--- config.mk ---
export PLATFORM = sky130hd
export DESIGN_NAME = cpu_status_core_control
export DESIGN_NICKNAME = d
export VERILOG_FILES = /design/src/cpu_status_pkg.sv /design/src/alu_op_if.sv /design/src/alu_flag_calc.sv /design/src/loop_tracker.sv /design/src/cpu_status_core_control.sv
export SDC_FILE = /design/constraint.sdc
export NUM_CORES = 1
export LEC_CHECK = 0
export ABC_AREA = 1
export BUFFER_PORTS_ARGS = -buffer_cell sky130_fd_sc_hd__buf_2
export CORE_ASPECT_RATIO = 0.9
export CORE_MARGIN = 2
export CORE_UTILIZATION = 49
export DETAILED_ROUTE_END_ITERATION = 16
export PLACE_DENSITY = 0.92
export SLEW_MARGIN = 25
export SYNTH_ARGS = -nofsm -noshare
export SYNTH_HDL_FRONTEND = slang
export SYNTH_SLANG_ARGS = --single-unit
--- constraint.sdc ---
create_clock -name i_clk -period 2.8 [get_ports i_clk]
set_clock_uncertainty 0.15 [all_clocks]
set_input_delay 0.14 -clock i_clk [delete_from_list [all_inputs] [get_ports i_clk]]
set_output_delay 0.14 -clock i_clk [all_outputs]
set_load 0.01 [all_outputs]
--- src/cpu_status_pkg.sv ---
// Constants shared by the CPU status and core control bank.
// Assumes a single 250 MHz CPU clock and a synchronous reset.
package cpu_status_pkg;

   localparam int unsigned DATA_W = 16;
   localparam int unsigned ADDR_W = 4;

   // Register word addresses on the plain register port
   localparam logic [3:0] OFS_FLAGS = 4'h0;
   localparam logic [3:0] OFS_CORE  = 4'h2;

   // cpu_flags_word field positions
   localparam int unsigned BIT_HALF_CARRY = 8;
   localparam int unsigned IPL_LOW_MSB    = 7;
   localparam int unsigned IPL_LOW_LSB    = 5;
   localparam int unsigned BIT_REPEAT     = 4;
   localparam int unsigned BIT_NEG        = 3;
   localparam int unsigned BIT_WRAP       = 2;
   localparam int unsigned BIT_ZERO       = 1;
   localparam int unsigned BIT_CARRY      = 0;

   // core_control_word field positions
   localparam int unsigned BIT_EARLY_EXIT = 11;
   localparam int unsigned DEPTH_MSB      = 10;
   localparam int unsigned DEPTH_LSB      = 8;
   localparam int unsigned BIT_IPL_HIGH   = 3;

   // Plain read/write bits of core_control_word (12, 7..4, 2..0)
   localparam logic [15:0] CORE_RW_MASK = 16'h10F7;

   // Values after reset
   localparam logic [15:0] RST_CORE    = 16'h0020;
   localparam logic [2:0]  RST_IPL_LOW = 3'h0;
   localparam logic [2:0]  RST_DEPTH   = 3'h0;

   // Encodings
   localparam logic [2:0] IPL_LOW_BLOCK   = 3'h7;
   localparam logic [2:0] LOOP_DEPTH_MAX  = 3'h7;
   localparam logic [2:0] LOOP_DEPTH_NONE = 3'h0;

   typedef enum logic [0:0] {
      EXIT_IDLE,
      EXIT_WAIT
   } exit_state_t;

endpackage

--- src/alu_op_if.sv ---
// Carries one ALU operation to the flag calculator and its answer back.
// Assumes both ends sit in the CPU clock domain; purely combinational.
`timescale 1ns/100ps
`default_nettype none
interface alu_op_if;
   logic        byte_op;
   logic        sub;
   logic        with_carry;
   logic        carry_in;
   logic [15:0] a;
   logic [15:0] b;
   logic [15:0] result;
   logic        half_carry;
   logic        carry;
   logic        neg;
   logic        wrap;
   logic        nonzero;

   modport calc (input byte_op, sub, with_carry, carry_in, a, b,
                 output result, half_carry, carry, neg, wrap, nonzero);
   modport bank (output byte_op, sub, with_carry, carry_in, a, b,
                 input result, half_carry, carry, neg, wrap, nonzero);
endinterface
`default_nettype wire

--- src/alu_flag_calc.sv ---
// Add/subtract datapath that derives the ALU status flags.
// Assumes operands stand for the cycle in which the bank samples them.
`timescale 1ns/100ps
`default_nettype none
module alu_flag_calc (
   alu_op_if.calc op
);
   logic [15:0] b_eff;
   logic        cin;
   logic [4:0]  sum4;
   logic [8:0]  sum8;
   logic [16:0] sum16;
   logic        a_msb;
   logic        b_msb;
   logic        r_msb;

   // Subtract is a plus not-b plus one, so carry means no borrow
   always_comb begin
      b_eff = op.sub ? ~op.b : op.b;
      cin   = op.with_carry ? op.carry_in : op.sub;
      sum4  = {1'b0, op.a[3:0]} + {1'b0, b_eff[3:0]} + {4'h0, cin};
      sum8  = {1'b0, op.a[7:0]} + {1'b0, b_eff[7:0]} + {8'h00, cin};
      sum16 = {1'b0, op.a} + {1'b0, b_eff} + {16'h0000, cin};
      a_msb = op.byte_op ? op.a[7] : op.a[15];
      b_msb = op.byte_op ? b_eff[7] : b_eff[15];
      r_msb = op.byte_op ? sum8[7] : sum16[15];
      op.result     = op.byte_op ? {8'h00, sum8[7:0]} : sum16[15:0];
      op.half_carry = op.byte_op ? sum4[4] : sum8[8];
      op.carry      = op.byte_op ? sum8[8] : sum16[16];
      op.neg        = r_msb;
      op.wrap       = (a_msb == b_msb) && (r_msb != a_msb);
      op.nonzero    = op.byte_op ? |sum8[7:0] : |sum16[15:0];
   end
endmodule
`default_nettype wire

--- src/loop_tracker.sv ---
// Repeat-loop activity flag, do-loop nesting depth and early exit.
// Assumes loop events come from the sequencer on the same clock.
`timescale 1ns/100ps
`default_nettype none
module loop_tracker (
   input  wire logic       i_clk,
   input  wire logic       i_rst,
   input  wire logic       i_repeat_start,
   input  wire logic       i_repeat_done,
   input  wire logic       i_do_start,
   input  wire logic       i_do_end,
   input  wire logic       i_do_iter_end,
   input  wire logic       i_exit_req,
   output logic            o_repeat_active,
   output logic [2:0]      o_depth,
   output logic            o_exit_pending,
   output logic            o_loop_exit
);
   typedef struct packed {
      logic                       repeat_active;
      logic [2:0]                 depth;
      cpu_status_pkg::exit_state_t exit_st;
      logic                       loop_exit;
   } loop_state_t;

   loop_state_t s_q;
   loop_state_t s_d;
   logic        leave;

   // Exit waits for the end of the running iteration before firing
   always_comb begin
      s_d       = s_q;
      leave     = 1'b0;
      s_d.loop_exit = 1'b0;
      if (i_repeat_start) begin
         s_d.repeat_active = 1'b1;
      end else if (i_repeat_done) begin
         s_d.repeat_active = 1'b0;
      end
      case (s_q.exit_st)
         cpu_status_pkg::EXIT_IDLE: begin
            if (i_exit_req &&
                s_q.depth != cpu_status_pkg::LOOP_DEPTH_NONE) begin
               s_d.exit_st = cpu_status_pkg::EXIT_WAIT;
            end
         end
         cpu_status_pkg::EXIT_WAIT: begin
            if (i_do_iter_end) begin
               leave         = 1'b1;
               s_d.loop_exit = 1'b1;
               s_d.exit_st   = cpu_status_pkg::EXIT_IDLE;
            end
         end
         default: s_d.exit_st = cpu_status_pkg::EXIT_IDLE;
      endcase
      // Depth saturates so a runaway push cannot wrap to zero
      if ((i_do_end || leave) && !i_do_start) begin
         if (s_q.depth != cpu_status_pkg::LOOP_DEPTH_NONE) begin
            s_d.depth = s_q.depth - 3'h1;
         end
      end else if (i_do_start && !(i_do_end || leave)) begin
         if (s_q.depth != cpu_status_pkg::LOOP_DEPTH_MAX) begin
            s_d.depth = s_q.depth + 3'h1;
         end
      end
   end

   // State register
   always_ff @(posedge i_clk) begin
      if (i_rst) begin
         s_q <= '{repeat_active: 1'b0,
                  depth:         cpu_status_pkg::RST_DEPTH,
                  exit_st:       cpu_status_pkg::EXIT_IDLE,
                  loop_exit:     1'b0};
      end else begin
         s_q <= s_d;
      end
   end

   assign o_repeat_active = s_q.repeat_active;
   assign o_depth         = s_q.depth;
   assign o_exit_pending  = (s_q.exit_st == cpu_status_pkg::EXIT_WAIT);
   assign o_loop_exit     = s_q.loop_exit;
endmodule
`default_nettype wire

--- src/cpu_status_core_control.sv ---
// CPU status word (low half) and core control word register bank.
// Assumes a CPU sequencer, ALU operand source and interrupt controller
// on the same clock; software reaches the words over a plain port.
//
// Decided for this implementation: the address-and-strobe port and the address map.
`timescale 1ns/100ps
`default_nettype none
module cpu_status_core_control (
   input  wire logic        i_clk,
   input  wire logic        i_rst,
   // Register port
   input  wire logic [3:0]  i_addr,
   input  wire logic [15:0] i_wdata,
   input  wire logic        i_wr,
   input  wire logic        i_rd,
   output logic [15:0]      o_rdata,
   // ALU operation
   input  wire logic        i_alu_valid,
   input  wire logic        i_alu_byte,
   input  wire logic        i_alu_sub,
   input  wire logic        i_alu_with_carry,
   input  wire logic        i_alu_keep_zero,
   input  wire logic [15:0] i_alu_a,
   input  wire logic [15:0] i_alu_b,
   output logic [15:0]      o_alu_result,
   output logic [4:0]       o_alu_flags,
   // Loop sequencer
   input  wire logic        i_repeat_start,
   input  wire logic        i_repeat_done,
   input  wire logic        i_do_start,
   input  wire logic        i_do_end,
   input  wire logic        i_do_iter_end,
   output logic             o_repeat_active,
   output logic [2:0]       o_loop_depth,
   output logic             o_loop_exit,
   // Interrupt controller
   input  wire logic        i_nest_disable,
   input  wire logic        i_ipl_load,
   input  wire logic [3:0]  i_ipl_value,
   output logic [3:0]       o_cpu_priority,
   output logic             o_user_irq_blocked,
   output logic [15:0]      o_core_control
);

   typedef struct packed {
      logic        half_carry;
      logic [2:0]  ipl_low;
      logic        neg;
      logic        wrap;
      logic        zero;
      logic        carry;
      logic [15:0] core;
      logic        blocked;
      logic [15:0] result;
      logic [15:0] rdata;
   } bank_state_t;

   bank_state_t s_q;
   bank_state_t s_d;

   alu_op_if    alu ();

   logic        loop_repeat;
   logic [2:0]  loop_depth;
   logic        loop_pending;
   logic        loop_exit;
   logic        exit_req;
   logic        wr_flags;
   logic        wr_core;
   logic        rd_flags;
   logic        rd_core;
   logic [15:0] flags_word;
   logic [15:0] core_word;

   // Level 7 on the low bits, or any level with the high bit, masks
   // user interrupts; used for both the hardware and software paths.
   function automatic logic user_block(input logic       high,
                                       input logic [2:0] low);
      user_block = high || (low == cpu_status_pkg::IPL_LOW_BLOCK);
   endfunction

   // Replace only the bits selected by the mask
   function automatic logic [15:0] merge(input logic [15:0] old_v,
                                         input logic [15:0] new_v,
                                         input logic [15:0] mask);
      merge = (old_v & ~mask) | (new_v & mask);
   endfunction

   // Register strobe decode
   assign wr_flags = i_wr && (i_addr == cpu_status_pkg::OFS_FLAGS);
   assign wr_core  = i_wr && (i_addr == cpu_status_pkg::OFS_CORE);
   assign rd_flags = i_rd && (i_addr == cpu_status_pkg::OFS_FLAGS);
   assign rd_core  = i_rd && (i_addr == cpu_status_pkg::OFS_CORE);

   // Writing one to the early exit bit only requests; it never stores
   assign exit_req = wr_core && i_wdata[cpu_status_pkg::BIT_EARLY_EXIT];

   // ALU request; the stored carry feeds add/subtract with carry
   assign alu.byte_op    = i_alu_byte;
   assign alu.sub        = i_alu_sub;
   assign alu.with_carry = i_alu_with_carry;
   assign alu.carry_in   = s_q.carry;
   assign alu.a          = i_alu_a;
   assign alu.b          = i_alu_b;

   alu_flag_calc u_calc (
      .op (alu.calc)
   );

   loop_tracker u_loop (
      .i_clk           (i_clk),
      .i_rst           (i_rst),
      .i_repeat_start  (i_repeat_start),
      .i_repeat_done   (i_repeat_done),
      .i_do_start      (i_do_start),
      .i_do_end        (i_do_end),
      .i_do_iter_end   (i_do_iter_end),
      .i_exit_req      (exit_req),
      .o_repeat_active (loop_repeat),
      .o_depth         (loop_depth),
      .o_exit_pending  (loop_pending),
      .o_loop_exit     (loop_exit)
   );

   // Read views of both words from the current register contents
   always_comb begin
      flags_word = 16'h0000;
      flags_word[cpu_status_pkg::BIT_HALF_CARRY] = s_q.half_carry;
      flags_word[cpu_status_pkg::IPL_LOW_MSB:cpu_status_pkg::IPL_LOW_LSB]
         = s_q.ipl_low;
      flags_word[cpu_status_pkg::BIT_REPEAT] = loop_repeat;
      flags_word[cpu_status_pkg::BIT_NEG]    = s_q.neg;
      flags_word[cpu_status_pkg::BIT_WRAP]   = s_q.wrap;
      flags_word[cpu_status_pkg::BIT_ZERO]   = s_q.zero;
      flags_word[cpu_status_pkg::BIT_CARRY]  = s_q.carry;
   end

   // Upper three bits are never stored, so they always read zero
   always_comb begin
      core_word = s_q.core;
      core_word[cpu_status_pkg::DEPTH_MSB:cpu_status_pkg::DEPTH_LSB]
         = loop_depth;
      core_word[cpu_status_pkg::BIT_EARLY_EXIT] = loop_pending;
   end

   // Next-state logic for the whole bank
   always_comb begin
      s_d = s_q;

      // Software writes to the plain flag bits come first so that an
      // ALU update in the same cycle overrides them.
      if (wr_flags) begin
         s_d.half_carry = i_wdata[cpu_status_pkg::BIT_HALF_CARRY];
         s_d.neg        = i_wdata[cpu_status_pkg::BIT_NEG];
         s_d.wrap       = i_wdata[cpu_status_pkg::BIT_WRAP];
         s_d.zero       = i_wdata[cpu_status_pkg::BIT_ZERO];
         s_d.carry      = i_wdata[cpu_status_pkg::BIT_CARRY];
         if (!i_nest_disable) begin
            s_d.ipl_low = i_wdata[cpu_status_pkg::IPL_LOW_MSB:
                                  cpu_status_pkg::IPL_LOW_LSB];
         end
      end

      // ALU result updates every arithmetic flag except zero on a zero word with i_alu_keep_zero
      if (i_alu_valid) begin
         s_d.half_carry = alu.half_carry;
         s_d.neg        = alu.neg;
         s_d.wrap       = alu.wrap;
         s_d.carry      = alu.carry;
         s_d.result     = alu.result;
         // Multi-word ops only ever clear zero, so one nonzero word
         // anywhere in the chain leaves it clear.
         if (alu.nonzero) begin
            s_d.zero = 1'b0;
         end else if (!i_alu_keep_zero) begin
            s_d.zero = 1'b1;
         end
      end

      // Plain read/write core control bits
      if (wr_core) begin
         s_d.core = merge(s_q.core, i_wdata,
                          cpu_status_pkg::CORE_RW_MASK);
         // Priority high bit is clear-only for software
         if (!i_wdata[cpu_status_pkg::BIT_IPL_HIGH]) begin
            s_d.core[cpu_status_pkg::BIT_IPL_HIGH] = 1'b0;
         end
      end

      // Interrupt controller loads the full level; it is the only
      // party that can raise the high bit, and it wins over a clear.
      if (i_ipl_load) begin
         s_d.core[cpu_status_pkg::BIT_IPL_HIGH] = i_ipl_value[3];
         s_d.ipl_low = i_ipl_value[2:0];
      end

      s_d.blocked = user_block(s_d.core[cpu_status_pkg::BIT_IPL_HIGH],
                               s_d.ipl_low);

      // Read data stand only in the cycle after the strobe
      if (rd_flags) begin
         s_d.rdata = flags_word;
      end else if (rd_core) begin
         s_d.rdata = core_word;
      end else begin
         s_d.rdata = 16'h0000;
      end
   end

   // Bank registers
   always_ff @(posedge i_clk) begin
      if (i_rst) begin
         s_q <= '{half_carry: 1'b0,
                  ipl_low:    cpu_status_pkg::RST_IPL_LOW,
                  neg:        1'b0,
                  wrap:       1'b0,
                  zero:       1'b0,
                  carry:      1'b0,
                  core:       cpu_status_pkg::RST_CORE,
                  blocked:    1'b0,
                  result:     16'h0000,
                  rdata:      16'h0000};
      end else begin
         s_q <= s_d;
      end
   end

   // Four-bit priority: high bit above the low three; a one on top
   // therefore means a level above seven.
   assign o_cpu_priority = {s_q.core[cpu_status_pkg::BIT_IPL_HIGH],
                            s_q.ipl_low};
   assign o_user_irq_blocked = s_q.blocked;

   // Outputs straight from registers
   assign o_rdata         = s_q.rdata;
   assign o_alu_result    = s_q.result;
   assign o_alu_flags     = {s_q.half_carry, s_q.neg, s_q.wrap,
                             s_q.zero, s_q.carry};
   assign o_core_control  = s_q.core;
   assign o_repeat_active = loop_repeat;
   assign o_loop_depth    = loop_depth;
   assign o_loop_exit     = loop_exit;

endmodule
`default_nettype wire

* After elaboration in Yosys (flattened, before gate mapping)
Cells that the tools add are included.
** Cells by class
- Add/subtract/negate cells :: 8
- Reductions and logical operators :: 24
- Equality and inequality tests :: 6
- Bitwise gates (word level) :: 4
- Mux-type cells :: 32
** Operators with widths (count)
- $mux 16 :: 2
- $mux 3 :: 6
- $mux 9 :: 2
- $add 16x16->17 :: 1
- $add 17x1->17 :: 1
- $mux 1 :: 17
- $not 16->16 :: 1
- $or 16x13->16 :: 1
- $reduce_or 16->1 :: 1
- $add 8x8->9 :: 1
- $add 9x1->9 :: 1
- $logic_and 1x1->1 :: 9
- $mux 4 :: 2
- $mux 8 :: 1
- $reduce_bool 2->1 :: 4
- $reduce_or 8->1 :: 1
- $add 4x4->5 :: 1
- $add 5x1->5 :: 1
- $eq 4x2->1 const B :: 1
- $logic_not 4->1 :: 1
- $add 3x1->3 const B :: 1
- $eq 3x3->1 const B :: 1
- $ne 3x3->1 const B :: 1
- $reduce_and 3->1 :: 1
- 12 further kinds :: 15
** Word-level totals
- Register bits :: 63
- Bits of input ports :: 72

* Logic depth before layout (Yosys ltp)
- Depth after elaboration :: 8
- Depth in mapped cells :: 18

* Hierarchy
A second synthesis with hierarchy kept.
** Unflattened totals
- Cell total of the unflattened synthesis :: 555
- Area, all modules :: 3601.0 µm²
** By module, submodules not included
- cpu_status_core_control :: instances 1, seq. area each 940.9 µm², area an instance 1904.3 µm², cells each 253
- alu_flag_calc :: instances 1, seq. area each 0.0 µm², area an instance 1372.6 µm², cells each 258
- loop_tracker :: instances 1, seq. area each 120.1 µm², area an instance 324.1 µm², cells each 44

* Worst setup path after synthesis
OpenSTA, ideal clock, no wires.
- Path type :: input to register
- From :: input port i_alu_sub
- To :: register s_q, in the netlist o_alu_flags[1]
- Stages on the path :: 16
- Library setup time :: 0.070 ns
- Arrival time :: 2.350 ns
- Data required time :: 2.580 ns
- Buffers on the path :: 2
- Setup slack :: 0.230 ns
- Cells stage by stage :: buf_4 buf_2 xor2_1 fa_1 fa_1 nand3_1 nand2_1 nand3_1 nand2_1 nand3_1 nand3b_1 nand2_1 nand2_1 nor2_1 nand2_1 a21oi_1
** Between the ends
- Word-level cells in the longest chain between the ends :: 7
- Elaborated cells between the ends (all ways) :: 11
- Classes of those cells :: add/sub (4); mux (5); reduce/logical (2)
** Ends and longest elaborated chain
- start, declared :: line cpu_status_core_control.sv:20 : input wire logic i_alu_sub,
- $mux 16 :: line alu_flag_calc.sv:19 : b_eff = op.sub ? ~op.b : op.b;
- $add 16x16->17 / $add 8x8->9 (equally long branches) :: line alu_flag_calc.sv:23, alu_flag_calc.sv:22
- $add 17x1->17 / $add 9x1->9 (equally long branches) :: line alu_flag_calc.sv:23, alu_flag_calc.sv:22
- $reduce_or 16->1 / $reduce_or 8->1 (equally long branches) :: line alu_flag_calc.sv:32 : op.nonzero = op.byte_op ? |sum8[7:0] : |sum16[15:0];
- $mux 1 (*) :: line alu_flag_calc.sv:32
- $mux 1 (*) :: line cpu_status_core_control.sv:173 : if (alu.nonzero) begin
- $mux 4 (*) :: line cpu_status_core_control.sv:165 : if (i_alu_valid) begin
- end signal, assigned :: line cpu_status_core_control.sv:213 : s_q <= '{half_carry: 1'b0,
- end, declared :: line cpu_status_core_control.sv:58 : bank_state_t s_q;
Mark *: on every way between the ends. The rest lies on a longest branch, timed or not.
A chain may end at the register's enable or synchronous reset.

* Final worst setup path
- From :: register s_q, in the netlist alu.carry_in
- To :: register s_q, in the netlist o_alu_flags[1]
** Between the ends
- Word-level cells in the longest chain between the ends :: 6
- Elaborated cells between the ends (all ways) :: 8
- Classes of those cells :: add/sub (2); mux (4); reduce/logical (2)
** Ends and longest elaborated chain
- $mux 1 (*) :: line alu_flag_calc.sv:20 : cin = op.with_carry ? op.carry_in : op.sub;
- $add 17x1->17 / $add 9x1->9 (equally long branches) :: line alu_flag_calc.sv:23, alu_flag_calc.sv:22
- $reduce_or 16->1 / $reduce_or 8->1 (equally long branches) :: line alu_flag_calc.sv:32
- $mux 1 (*) :: line alu_flag_calc.sv:32
- $mux 1 (*) :: line cpu_status_core_control.sv:173
- $mux 4 (*) :: line cpu_status_core_control.sv:165
Marked as above.

==> flow_metrics.tcl <==
set metrics [dict create \
    outcome "complete, but fails checks" \
    violations "hold timing" \
    cts_max_level 2 \
    vias 3457 \
    synth_ff_type "dfxtp_1" \
    route.detailed.drc 0 \
    clk_pin_slew_ns 0.10 \
    finalHoldViolations 1 \
    endpoint_kind "flip-flop" \
    path_class "flip-flop to flip-flop" \
    max_freq_mhz 395 \
    antenna_cells 0 \
    synth_warnings 0 \
    hpwl_mm 6.50 \
    place_ws_ns 0.165 \
    ios 135 \
    async_flop_share 0 \
    pwr-share-clk 0.239 \
    ant_nets 0 \
    gr-usage-all-layers 0.235 \
    cts_tree "done" \
    layout_commonest_cell "buf_2" \
    cp_slowest_cell "fa_1" \
    antenna_found_initial 0 \
    wirelength_mm 8.73 \
    seqCellArea_mm2 0.00106 \
    routedWlPerCell_um 12.7 \
    multiInputGateArea_mm2 0.00180 \
    area_delta_synth_final_pct 26.8 \
    avgViaCountPerCell 5.05 \
    hold_start "i_wdata[11]" \
    reg2reg_slack_ns 0.27 \
    rr_endpoint "o_alu_flags[1]$_SDFF_PP0_" \
    cts_inserted_buffers 5 \
    comb_power_share 0.330 \
    power_mw 1.91 \
    maxCapViolCount 0 \
    insertion_delay_ns 0.32 \
    worst_pin_slew_ns 0.610 \
    r2r_start "alu.carry_in$_SDFFE_PP0P_" \
    setup_viol 0 \
    grt_max_degree 23 \
    cp_max_fo 4 \
    ys_ff_latch 53 \
    synth_edf_count 0 \
    intPower_mw 1.23 \
    grt_pass1_vias 3080 \
    fin_nets 684 \
    chipWidth_um 89.6 \
    clock_sinks 53 \
    root_buffer "clkbuf_8" \
    syn_area_mm2 0.00323 \
    ys_types 39 \
    gp_congestion 0.924 \
    final_cell_mix "119 x buf_2, 103 x nand2_1, 67 x inv_1" \
    finalCritPeriodShare 0.904 \
    setup_tns_ns 0 \
    path_buf_inv 1 \
    critPathRequiredTime_ns 2.90 \
    p_sw_frac 0.357 \
    setup_ws_ns 0.267 \
    leakage_nw 2.22 \
    grt_pass1_wl_mm 13.5 \
    worstHoldPathType "input port to flip-flop" \
    synth.avg_cell_area_um2 6.96 \
    holdPathStages 3 \
    power_density_mw_per_mm2 465 \
    p_sw_uw 681 \
    finalCriticalPeriod_ns 2.53 \
    fp.dieArea_mm2 0.00727 \
    yosysSeqAreaShare 0.328 \
    portBuffers 119 \
    fp.dieH_um 81.1 \
    drt-initial-drc-count 134 \
    final_cells 685 \
    grt-ovfl-total 0 \
    max-slew-margin-rel 0.593 \
    path_delay_family "adder cells" \
    finalMaxSlewViolations 0 \
    critPathLaunchType "flip-flop" \
    syn_inst 465 \
    whs_endpoint "u_loop.o_exit_pending$_SDFF_PP0_" \
    drive_above_1_share 0.240 \
    coreArea_mm2 0.00648 \
    slowest_delay_ns 0.41 \
    placedCellCount 662 \
    n_fill_cell 574 \
    vdd_drop_max_uv 301 \
    hold_slack_ns -0.00339 \
    rows 28 \
    seqPwrFrac 0.432 \
    detail_route.first_pass.iterations 5 \
    cp_cell_sequence "inv_1 > a21oi_1 > fa_2 > fa_1 > nand3_1 > nand2_1 > nand3_1 > nand2_1 > xnor2_1 > nand4_1 > a21o_1 > a21oi_1" \
    post-cts-setup-buffers 0 \
    cp_data_arrival_time_ns 2.64 \
    initial_core_util 0.499 \
    cts.path.max_buffers 2 \
    rsz0062_at_grt "false" \
    r2r_cells 12 \
]
-- power groups by stage --
stage               combinational, mW  sequential [mW]  clock (mW)
floorplan                       0.412            0.856           0
global placement                0.590            0.838           0
detailed placement              0.603            0.840           0
CTS                             0.623            0.823       0.460
global route                    0.714            0.829       0.490
finish                          0.629            0.824       0.456
-- Yosys cell counts (all sizes together) (9+ instances only) --
library cell | count | share of area
a21oi | 41 | 0.065
buf | 15 | 0.033
clkbuf | 9 | 0.012
dfxtp | 53 | 0.33
ha | 15 | 0.058
inv | 69 | 0.080
nand2 | 106 | 0.12
nand3 | 25 | 0.040
nor2 | 38 | 0.047
o211ai | 9 | 0.022
o21ai | 25 | 0.040
xor2 | 24 | 0.065
-- kinds of logic after synthesis --
logic type      share of synthesized area
flops                               0.328
simple gates                        0.239
compound gates                      0.159
other cells                       0.00116
buf+inv                             0.126
xor+xnor                           0.0704
fa+ha+maj                          0.0766
-- through the flow --
| stage | utilization | instance area [um^2] |
|---|---|---|
| after floorplan | - | 3270 |
| after global placement | 0.595 | 3850 |
| after detailed placement | 0.595 | 3850 |
| after CTS | 0.632 | 4100 |
| after global routing | 0.633 | 4100 |
| final | 0.633 | 4100 |
-- worst register-to-register path, delay by kind of cell, from the launching register on --
family	cells	cell delay [ns]
buffers and inverters	1	0.11
AO/OA/AOI/OAI	3	0.37
adder cells (fa/ha/maj)	2	0.76
flip-flops	1	0.35
XOR/XNOR	1	0.21
AND/OR/NAND/NOR	5	0.52
-- how the worst max path moves through the flow --
stage,from,to,cells after the start
3_5_place_dp,i_alu_sub,o_alu_flags[1]$_SDFF_PP0_,15
6_report,alu.carry_in$_SDFFE_PP0P_,o_alu_flags[1]$_SDFF_PP0_,12
4_1_cts,alu.carry_in$_SDFFE_PP0P_,o_alu_flags[1]$_SDFF_PP0_,15
3_3_place_gp,i_alu_sub,o_alu_flags[1]$_SDFF_PP0_,15
5_1_grt,alu.carry_in$_SDFFE_PP0P_,o_alu_flags[1]$_SDFF_PP0_,15
2_1_floorplan,i_alu_sub,o_alu_flags[1]$_SDFF_PP0_,16
-- flip-flops by register name (all words and copies together), names as in the netlist --
name,count
o_alu_result,16
o_rdata,13
o_core_control,9
o_alu_flags,4
o_cpu_priority,3
u_loop.o_depth,3
alu.carry_in,1
o_user_irq_blocked,1
u_loop.o_exit_pending,1
u_loop.o_loop_exit,1
u_loop.o_repeat_active,1
-- routing by layer --
layer / routed length [um] / vias to the layer above / part of all wire / track usage
met3: 570 / 26 / 0.065 / 0.0417
met2: 4140 / 154 / 0.47 / 0.390
met5: 0 / - / 0 / 0
met4: 216 / 0 / 0.025 / 0.0806
li1: - / 1725 / - / -
met1: 3800 / 1552 / 0.44 / 0.306
-- repair_timing --
action | in CTS | in global routing
hold buffers | 15 | 0
endpoints found under the hold margin | 16 | 0
endpoints found under the setup margin | 0 | 1
resized for setup | 0 | 2
-- area by class of cell --
class | count | share of cell area
Clock buffer | 5 | 0.0168
Clock inverter | 3 | 0.00610
Inverter | 70 | 0.0640
Multi-Input combinational cell | 327 | 0.440
Sequential cell | 53 | 0.259
Tap cell | 90 | 0.0274
Timing Repair Buffer | 137 | 0.187
(Power assumes the default switching activity.)
